File: src/design/mua_pkg.sv
package mua_pkg;
  localparam int ADDR_W = 8;
  localparam int DATA_W = 32;

  localparam logic [7:0] ACCESS_OFS = 8'h00;
  localparam logic [7:0] SELECT_OFS = 8'h04;
  localparam logic [7:0] CTRL_OFS   = 8'h08;
  localparam logic [7:0] STAT_OFS   = 8'h0C;
  localparam logic [7:0] MASK_OFS   = 8'h10;

  localparam int GO_BIT     = 31;
  localparam int DIR_BIT    = 30;
  localparam int ACK_BIT    = 29;
  localparam int REG_LSB    = 21;
  localparam int PHY_LSB    = 16;
  localparam int LSRC_BIT   = 7;
  localparam int IRQ_ON_BIT = 6;
  localparam int WPHY_LSB   = 0;
  localparam int ENABLE_BIT = 0;
  localparam int ST_DONE    = 0;
  localparam int ST_LINK    = 1;

  localparam logic [15:0] DATA_RST = 16'h0000;
  localparam logic [4:0]  IDX_RST  = 5'h00;
  localparam logic [1:0]  FLAG_RST = 2'h0;

  localparam logic [5:0]  BIT_LAST = 6'h3F;
  localparam logic [5:0]  TA_FIRST = 6'h2E;
  localparam logic [5:0]  TA_ACK   = 6'h2F;
  localparam logic [31:0] PREAMBLE = 32'hFFFFFFFF;
  localparam logic [1:0]  START    = 2'h1;
  localparam logic [1:0]  OP_RD    = 2'h2;
  localparam logic [1:0]  OP_WR    = 2'h1;
  localparam logic [1:0]  TA_WR    = 2'h2;
  localparam logic [1:0]  TA_RD    = 2'h3;

  typedef enum logic [1:0] {
    MUA_IDLE,
    MUA_DRIVE,
    MUA_SAMPLE
  } mua_phase_type;

  typedef struct packed {
    mua_phase_type phase;
    logic          go;
    logic          dir;
    logic          ack;
    logic [4:0]    rgi;
    logic [4:0]    phi;
    logic [15:0]   data;
    logic          en;
    logic          irq_on;
    logic [4:0]    wphy;
    logic [4:0]    wphy_prev;
    logic          link_prev;
    logic [1:0]    sts;
    logic [1:0]    msk;
    logic [2:0]    mdc_s;
    logic [1:0]    mdi_s;
    logic [5:0]    bitn;
    logic [63:0]   frame;
    logic          rd_ack;
    logic          mdo;
    logic          oe;
    logic [31:0]   rdata;
    logic          irq;
  } mua_state_type;
endpackage : mua_pkg

File: src/design/mua_channel_one.sv
// Behaviour
// - Launch bit one queues one bus access.
// - Writing launch zero starts no access; fields still load.
// - Launch writes ignored unless machine enabled.
// - Launch bit self-clears after access completes.
// - All access writes blocked while launching.
// - Direction one writes, zero reads.
// - Read acknowledge bit reflects PHY answer.
// - Register index selects one of 32.
// - PHY index selects one of 32.
// - Data field sent or returned value.
// - Link source select fixed at zero.
// - Interrupt enable gates link change events.
// - Watched index picks monitored PHY link.
`timescale 1ns/1ns
module mua_channel_one #(
  parameter int PHY_COUNT = 32
) (
  input  wire logic                       clock,
  input  wire logic                       rst,
  input  wire logic [mua_pkg::ADDR_W-1:0] reg_addr,
  input  wire logic [mua_pkg::DATA_W-1:0] reg_wdata,
  input  wire logic                       reg_wr,
  input  wire logic                       reg_rd,
  output logic      [mua_pkg::DATA_W-1:0] reg_rdata,
  input  wire logic [PHY_COUNT-1:0]       link_status,
  input  wire logic                       mgmt_clk_in,
  input  wire logic                       mdio_in,
  output logic                            mdio_out,
  output logic                            mdio_oe,
  output logic                            irq
);
  import mua_pkg::*;

  mua_state_type s_reg;
  mua_state_type s_next;

  logic       mdc_rise;
  logic       mdc_fall;
  logic       mdi;
  logic       wr_acc;
  logic       done;
  logic       cur_link;
  logic [1:0] ev;

  assign mdc_rise = s_reg.mdc_s[1] & ~s_reg.mdc_s[2];
  assign mdc_fall = ~s_reg.mdc_s[1] & s_reg.mdc_s[2];
  assign mdi      = s_reg.mdi_s[1];
  assign wr_acc   = reg_wr && reg_addr == ACCESS_OFS;
  assign done     = s_reg.phase == MUA_SAMPLE && mdc_rise
                    && s_reg.bitn == BIT_LAST;
  assign cur_link = link_status[s_reg.wphy];

  assign reg_rdata = s_reg.rdata;
  assign mdio_out  = s_reg.mdo;
  assign mdio_oe   = s_reg.oe;
  assign irq       = s_reg.irq;

  always_comb begin
    s_next = s_reg;
    ev     = 2'h0;
    s_next.mdc_s = {s_reg.mdc_s[1:0], mgmt_clk_in};
    s_next.mdi_s = {s_reg.mdi_s[0], mdio_in};

    if (wr_acc && !s_reg.go) begin
      s_next.dir  = reg_wdata[DIR_BIT];
      s_next.ack  = reg_wdata[ACK_BIT];
      s_next.rgi  = reg_wdata[REG_LSB +: 5];
      s_next.phi  = reg_wdata[PHY_LSB +: 5];
      s_next.data = reg_wdata[15:0];
      if (reg_wdata[GO_BIT] && s_reg.en) begin
        s_next.go = 1'b1;
      end
    end
    if (reg_wr && reg_addr == SELECT_OFS) begin
      s_next.irq_on = reg_wdata[IRQ_ON_BIT];
      s_next.wphy   = reg_wdata[WPHY_LSB +: 5];
    end
    if (reg_wr && reg_addr == CTRL_OFS) begin
      s_next.en = reg_wdata[ENABLE_BIT];
    end
    if (reg_wr && reg_addr == MASK_OFS) begin
      s_next.msk = reg_wdata[1:0];
    end

    case (s_reg.phase)
      MUA_IDLE: begin
        s_next.oe = 1'b0;
        if (s_reg.go && s_reg.en) begin
          s_next.frame = {PREAMBLE, START,
                          s_reg.dir ? OP_WR : OP_RD,
                          s_reg.phi, s_reg.rgi,
                          s_reg.dir ? TA_WR : TA_RD,
                          s_reg.dir ? s_reg.data : 16'hFFFF};
          s_next.bitn  = 6'h00;
          s_next.phase = MUA_DRIVE;
        end
      end
      MUA_DRIVE: begin
        if (mdc_fall) begin
          s_next.mdo = s_reg.frame[63];
          s_next.oe  = s_reg.dir || s_reg.bitn < TA_FIRST;
          s_next.phase = MUA_SAMPLE;
        end
      end
      MUA_SAMPLE: begin
        if (mdc_rise) begin
          s_next.frame = {s_reg.frame[62:0], mdi};
          s_next.bitn  = s_reg.bitn + 6'h01;
          s_next.phase = MUA_DRIVE;
          // PHY pulls line low to acknowledge
          if (s_reg.bitn == TA_ACK) begin
            s_next.rd_ack = ~mdi;
          end
          if (done) begin
            if (!s_reg.dir) begin
              s_next.ack  = s_reg.rd_ack;
              s_next.data = {s_reg.frame[14:0], mdi};
            end
            s_next.go    = 1'b0;
            s_next.oe    = 1'b0;
            s_next.phase = MUA_IDLE;
            ev[ST_DONE]  = 1'b1;
          end
        end
      end
      default: begin
        s_next.phase = MUA_IDLE;
      end
    endcase

    s_next.link_prev = cur_link;
    s_next.wphy_prev = s_reg.wphy;
    if (s_reg.irq_on && s_reg.wphy == s_reg.wphy_prev
        && cur_link != s_reg.link_prev) begin
      ev[ST_LINK] = 1'b1;
    end

    // Hardware events win over a same-cycle clear.
    if (reg_wr && reg_addr == STAT_OFS) begin
      s_next.sts = s_reg.sts & ~reg_wdata[1:0];
    end
    s_next.sts = s_next.sts | ev;
    s_next.irq = |(s_next.sts & s_next.msk);

    s_next.rdata = 32'h00000000;
    if (reg_rd) begin
      case (reg_addr)
        ACCESS_OFS: s_next.rdata = {s_reg.go, s_reg.dir, s_reg.ack,
                                    3'h0, s_reg.rgi, s_reg.phi,
                                    s_reg.data};
        SELECT_OFS: s_next.rdata = {24'h000000, 1'b0, s_reg.irq_on,
                                    1'b0, s_reg.wphy};
        CTRL_OFS:   s_next.rdata = {31'h00000000, s_reg.en};
        STAT_OFS:   s_next.rdata = {30'h00000000, s_reg.sts};
        MASK_OFS:   s_next.rdata = {30'h00000000, s_reg.msk};
        default:    s_next.rdata = 32'h00000000;
      endcase
    end
  end

  always_ff @(posedge clock or posedge rst) begin
    if (rst) begin
      s_reg <= '0;
    end else begin
      s_reg <= s_next;
    end
  end
endmodule : mua_channel_one

File: config.mk
export PLATFORM = sky130hd
export DESIGN_NAME = mua_channel_one
export DESIGN_NICKNAME = d
export VERILOG_FILES = /design/src/design/mua_pkg.sv /design/src/design/mua_channel_one.sv
export SDC_FILE = /design/constraint.sdc
export NUM_CORES = 1
export LEC_CHECK = 0
export ABC_AREA = 1
export BUFFER_PORTS_ARGS = -buffer_cell sky130_fd_sc_hd__buf_2
export CAP_MARGIN = 20
export CORE_MARGIN = 1.5
export CORE_UTILIZATION = 55
export CTS_CLUSTER_DIAMETER = 60
export CTS_CLUSTER_SIZE = 25
export DETAILED_ROUTE_END_ITERATION = 8
export GPL_ROUTABILITY_DRIVEN = 0
export PLACE_DENSITY = 0.78
export SKIP_CTS_REPAIR_TIMING = 1
export SYNTH_ARGS = -nofsm -noshare
export SYNTH_HDL_FRONTEND = slang
export SYNTH_SLANG_ARGS = --single-unit
File: constraint.sdc
create_clock -name clock -period 5.4 [get_ports clock]
set_input_delay 0.54 -clock clock [delete_from_list [all_inputs] [get_ports clock]]
set_output_delay 0.54 -clock clock [all_outputs]
set_load 0.05 [all_outputs]
; ---- Yosys cells after proc, flatten, opt, wreduce, memory -nomap -nowiden
; Index checks and enable logic that the tools add are counted.
[word_totals]
register_bits = 159
in_bits = 78
output_inout_bits = 35
word_cells = 110
[op_classes]
add_sub_neg = 1
magnitude_cmp = 2
n_eq_ne = 14
muxes = 37
bitwise = 9
n_reduce_logical = 24
[op_table]
columns = operator, n
row1 = $pmux W32 S5, 1
row2 = $pmux W70 S2, 1
row3 = $mux W16, 5
row4 = $mux W71, 1
row5 = $mux W70, 1
row6 = $mux W32, 1
row7 = $mux W29, 1
row8 = $eq A8 B4 Y1 const B, 2
row9 = $mux W1, 16
row10 = $eq A6 B6 Y1 const B, 2
row11 = $logic_and A1 B1 Y1, 12
row12 = $mux W2, 6
row13 = $reduce_and A3 Y1, 3
row14 = $eq A8 B3 Y1 const B, 1
row15 = $eq A8 B5 Y1 const B, 1
row16 = $logic_not A8 Y1, 1
row17 = $ne A2 B2 Y1 const B, 4
row18 = $add A6 B1 Y6 const B, 1
row19 = $lt A5 B6 Y1 const B, 1
row20 = $lt A6 B6 Y1 const B, 1
row21 = $pmux W2 S3, 1
row22 = $bmux W1 S5, 1
row23 = $eq A5 B5 Y1, 1
row24 = $and A2 B2 Y2, 2
row25 = 17 further kinds, 20

; ---- Logic depth before layout (Yosys ltp)
[depth]
ltp_word = 10
mapped_depth = 15
depth_no_buf = 13

; ---- Worst setup path after synthesis
; No wires, ideal clock.
[synth_timing]
kind = input to register
start = input port reg_addr[7] (netlist name)
end = register s_reg[131] (netlist name)
setup_time_ns = 0.122
arrival_time_ns = 1.551
required_ns = 5.278
setup_slack_ns = 3.726
stages = 10
n_path_buf = 2
path_cell_list = nor2_1 > nand3_1 > inv_2 > nand4_1 > inv_2 > nand3_2 > buf_6 > buf_6 > o211ai_2 > o21ai_2
[synth_rtl]
columns = item, line_no
row1 = from (decl), mua_channel_one.sv:21  ; input wire logic [mua_pkg::ADDR_W-1:0] reg_addr,
row2 = to (signal assigned), mua_channel_one.sv:166  ; s_reg <= s_next;
row3 = to (decl), mua_channel_one.sv:35  ; mua_state_type s_reg;

; ---- Worst setup path in the final report
[layout_timing]
start = register s_reg[158] (netlist name)
end = register s_reg[49] (netlist name)
[layout_via]
elab_chain_cells = 3
word_cells_on_any_way = 7
classes_between = eq/ne: 3 / mux: 1 / reduce/logical: 3
[layout_lines]
columns = item, line_no
row1 = $eq A2 B2 Y1 / $logic_not A2 Y1 (equally long branches), mua_channel_one.sv:86  ; case (s_reg.phase)
row2 = $ne A2 B2 Y1 (no line) / $reduce_bool A2 Y1 (equally long branches), -
row3 = $reduce_and A3 Y1 (no line), -
; Several ways; a longest one is shown, not always the timed one.
; A chain may end at the register's enable or synchronous reset.

==> impl_metrics.csv <==
group,metric,value,unit
synthesis,synth_adder_area_share,0.00179,
worst_setup_path,r2r_start,"s_reg[158]$_DFFE_PP0P_",
placed_design,hpwl,9350,um
clocking,clock_latency,0.43,ns
detailed_routing,drt_iter0_markers,297,
power_and_ir_drop,power,0.00312,W
finish,drive_gt1_frac,0.218,
synthesis,synth_top_family_by_area,"compound AO/OA/AOI/OAI gates",
worst_setup_path,criticalPathCategory,"reg2reg",
synthesis,ys.flop_type,"dfrtp_1",
clocking,cts_buffers,17,
floorplan,die_y,116,um
placed_design,numPortBuffers,106,
placed_design,dp_slack,2.63,ns
worst_setup_path,end_kind,"flop",
sta,fin_skew,0.00768,ns
floorplan,rows,41,
floorplan,die_x,116,um
finish,mostFrequentLayoutCells,"156 x dfrtp_1, 121 x nand2_1, 111 x inv_1, 106 x buf_2, 55 x nor2_1",
finish,multi_input_area,2210,um^2
sta,slew_headroom,0.308,
finish,area_delta_synth_final,13.0,%
power_and_ir_drop,power_frac_seq,0.442,
sta,period_share,0.532,
power_and_ir_drop,pwr-share-clk,0.376,
finish,nets,887,
detailed_routing,wire_per_inst,14.6,um
sta,final_max_slew_viol_count,0,
grt,overflow,0,
synthesis,muxShareOfSynthArea,0,
clocking,htree_levels,4,
clocking,clockBufferDepth,2,
worst_setup_path,critPathLaunchType,"flop",
detailed_routing,drtAntennaViolNets,0,
worst_setup_path,r2r_slack,2.53,ns
sta,rsz0062_at_grt,"no",
detailed_routing,num_vias,5327,
hold_path,worstHoldStart,"mdio_in",
sta,worst_slew_pin_slew,1.04,ns
synthesis,avgSynthCellArea,9.43,um^2
floorplan,coreArea,12500,um^2
synthesis,synth_compound_area_frac,0.166,
detailed_routing,routed_wl,14500,um
finish,postLayoutCoreUtil,0.633,
worst_setup_path,reg2reg_depth,9,
flow_run,cap_violations,0,
floorplan,ioPinCount,113,
sta,setup_viol,0,
power_and_ir_drop,p_sw_frac,0.303,
grt,grt_max_degree,100,
clocking,path_clk_slew,0.06,ns
synthesis,syn_area,7010,um^2
detailed_routing,drc,0,
status,status,"complete, no violations",
worst_setup_path,critPathRequiredTime,5.70,ns
synthesis,ys_async_sr_fraction,1.00,
finish,final_common_cell,"dfrtp_1",
synthesis,synth_cells,743,
floorplan,dieArea,13400,um^2
grt,grt_usage,0.229,
sta,worst_slack,2.53,ns
sta,fin_setup_tns,0,ns
grt,grt_pass1_vias,5212,
sta,period_minus_slack,2.87,ns
power_and_ir_drop,power_report.internal_total,0.00217,W
synthesis,synth-simple-area-share,0.143,
synthesis,synth_warnings,0,
clocking,clock-sinks,156,
finish,seq_area,3900,um^2
detailed_routing,avgViaCountPerCell,5.36,
synthesis,ys_seq_area_frac,0.557,
synthesis,synth_xor_area_frac,0.00250,
power_and_ir_drop,p_leak,4.18,nW
synthesis,synth_cell_types,39,
synthesis,ys_ff_latch,156,
worst_setup_path,path_max_fanout,44,
hold_path,worstHoldEndpoint,"s_next[107]$_DFF_PP0_",
finish,final.fill_count,994,
floorplan,start_util,0.560,
finish,antenna_cells,0,
sta,max_freq,348,MHz
finish,largest_register_ffs,115,
power_and_ir_drop,p_per_area,393,nW/um^2
power_and_ir_drop,ir_drop,0.211,mV
grt,grt_pass1_wl,24000,um
power_and_ir_drop,p_comb_frac,0.182,
hold_path,min_path_cells,1,
sta,hold_violations,0,
synthesis,synth-edff-count,0,
worst_setup_path,arrival,3.17,ns
detailed_routing,drtPass1Iterations,5,
power_and_ir_drop,p_switching,0.000946,W
worst_setup_path,crit-reg2reg-capture,"s_reg[49]$_DFFE_PP0P_",
hold_path,hold_class,"in2reg",
clocking,root_buffer,"clkbuf_16",
clocking,cts_tree,"done",
grt,antenna_found_initial,0,
cell families (layout without fill, tap and decap cells):
logic type                 count (synthesis)  count (layout)
AOI/OAI and AO/OA                        168             168
buffers and inverters                    184             260
other                                      1               3
xor gates and xnor gates                   2               2
and+or+nand+nor                          231             231
adders and majority gates                  1               1
DFF                                      156             156
power by group through the flow:
| stage | sequential (W) | clock (W) | combinational [W] |
|---|---|---|---|
| finish | 0.00138 | 0.00117 | 0.000566 |
| detailed placement | 0.00140 | 0 | 0.000561 |
| global route | 0.00139 | 0.00124 | 0.000636 |
| CTS | 0.00138 | 0.00118 | 0.000568 |
| floorplan | 0.00141 | 0 | 0.000416 |
| global placement | 0.00139 | 0 | 0.000537 |
cell type report:
| cell class | count | area share |
|---|---|---|
| multi-input cells | 405 | 0.279 |
| well taps | 172 | 0.0272 |
| clock buffers | 19 | 0.0559 |
| inverters | 119 | 0.0580 |
| repair buffers | 109 | 0.0698 |
| flip-flops and latches | 156 | 0.493 |
| clock inverters | 13 | 0.0178 |
worst max-delay path, stage by stage, from the launching register on:
cell and delay [ns]:
dfrtp_1 0.43, inv_2 0.07, nor2_4 0.35, nand2_4 0.30, inv_4 0.42, nor2_2 0.10
inv_2 0.40, o21ai_2 0.27, a21oi_1 0.27, o22ai_1 0.10
through the flow:
stage          hold WS [ns]  area (um^2)  std cells
6_report              0.226         7920        993
4_1_cts               0.210         7920        993
3_3_place_gp          0.343         7340        961
2_1_floorplan         0.331         7020        745
3_5_place_dp          0.336         7340        961
5_1_grt               0.209         7920        993
worst max path at each step:
stage	slack [ns]	from	cells after the start	end
floorplan	0.65	rst	1	irq$_DFF_PP0_
global placement	2.79	s_reg[157]$_DFFE_PP0P_	8	s_reg[49]$_DFFE_PP0P_
detailed placement	2.63	s_reg[158]$_DFFE_PP0P_	9	s_reg[49]$_DFFE_PP0P_
CTS	2.59	s_reg[158]$_DFFE_PP0P_	9	s_reg[49]$_DFFE_PP0P_
global route	2.36	s_reg[158]$_DFFE_PP0P_	9	s_reg[49]$_DFFE_PP0P_
finish	2.53	s_reg[158]$_DFFE_PP0P_	9	s_reg[49]$_DFFE_PP0P_
Yosys cell counts, types with 12 or more instances:
| cell | number | area [um^2] |
|---|---|---|
| dfrtp_1 | 156 | 3900 |
| o21ai_0 | 30 | 150 |
| nand2_1 | 121 | 454 |
| buf_4 | 36 | 270 |
| nand3_1 | 37 | 185 |
| a22oi_1 | 29 | 218 |
| o211ai_2 | 12 | 150 |
| nor2_1 | 55 | 206 |
| o211ai_1 | 14 | 105 |
| a21oi_1 | 32 | 160 |
| o22ai_1 | 14 | 87.6 |
| inv_1 | 112 | 420 |
layer usage:
metal,GRT usage,part of all wire,up-vias
li1,-,-,2539
met1,0.290,0.43,2617
met2,0.382,0.51,150
met3,0.0455,0.045,21
met4,0.106,0.016,0
met5,0,0,-
No activity file was read; power rests on OpenSTA's default activity.
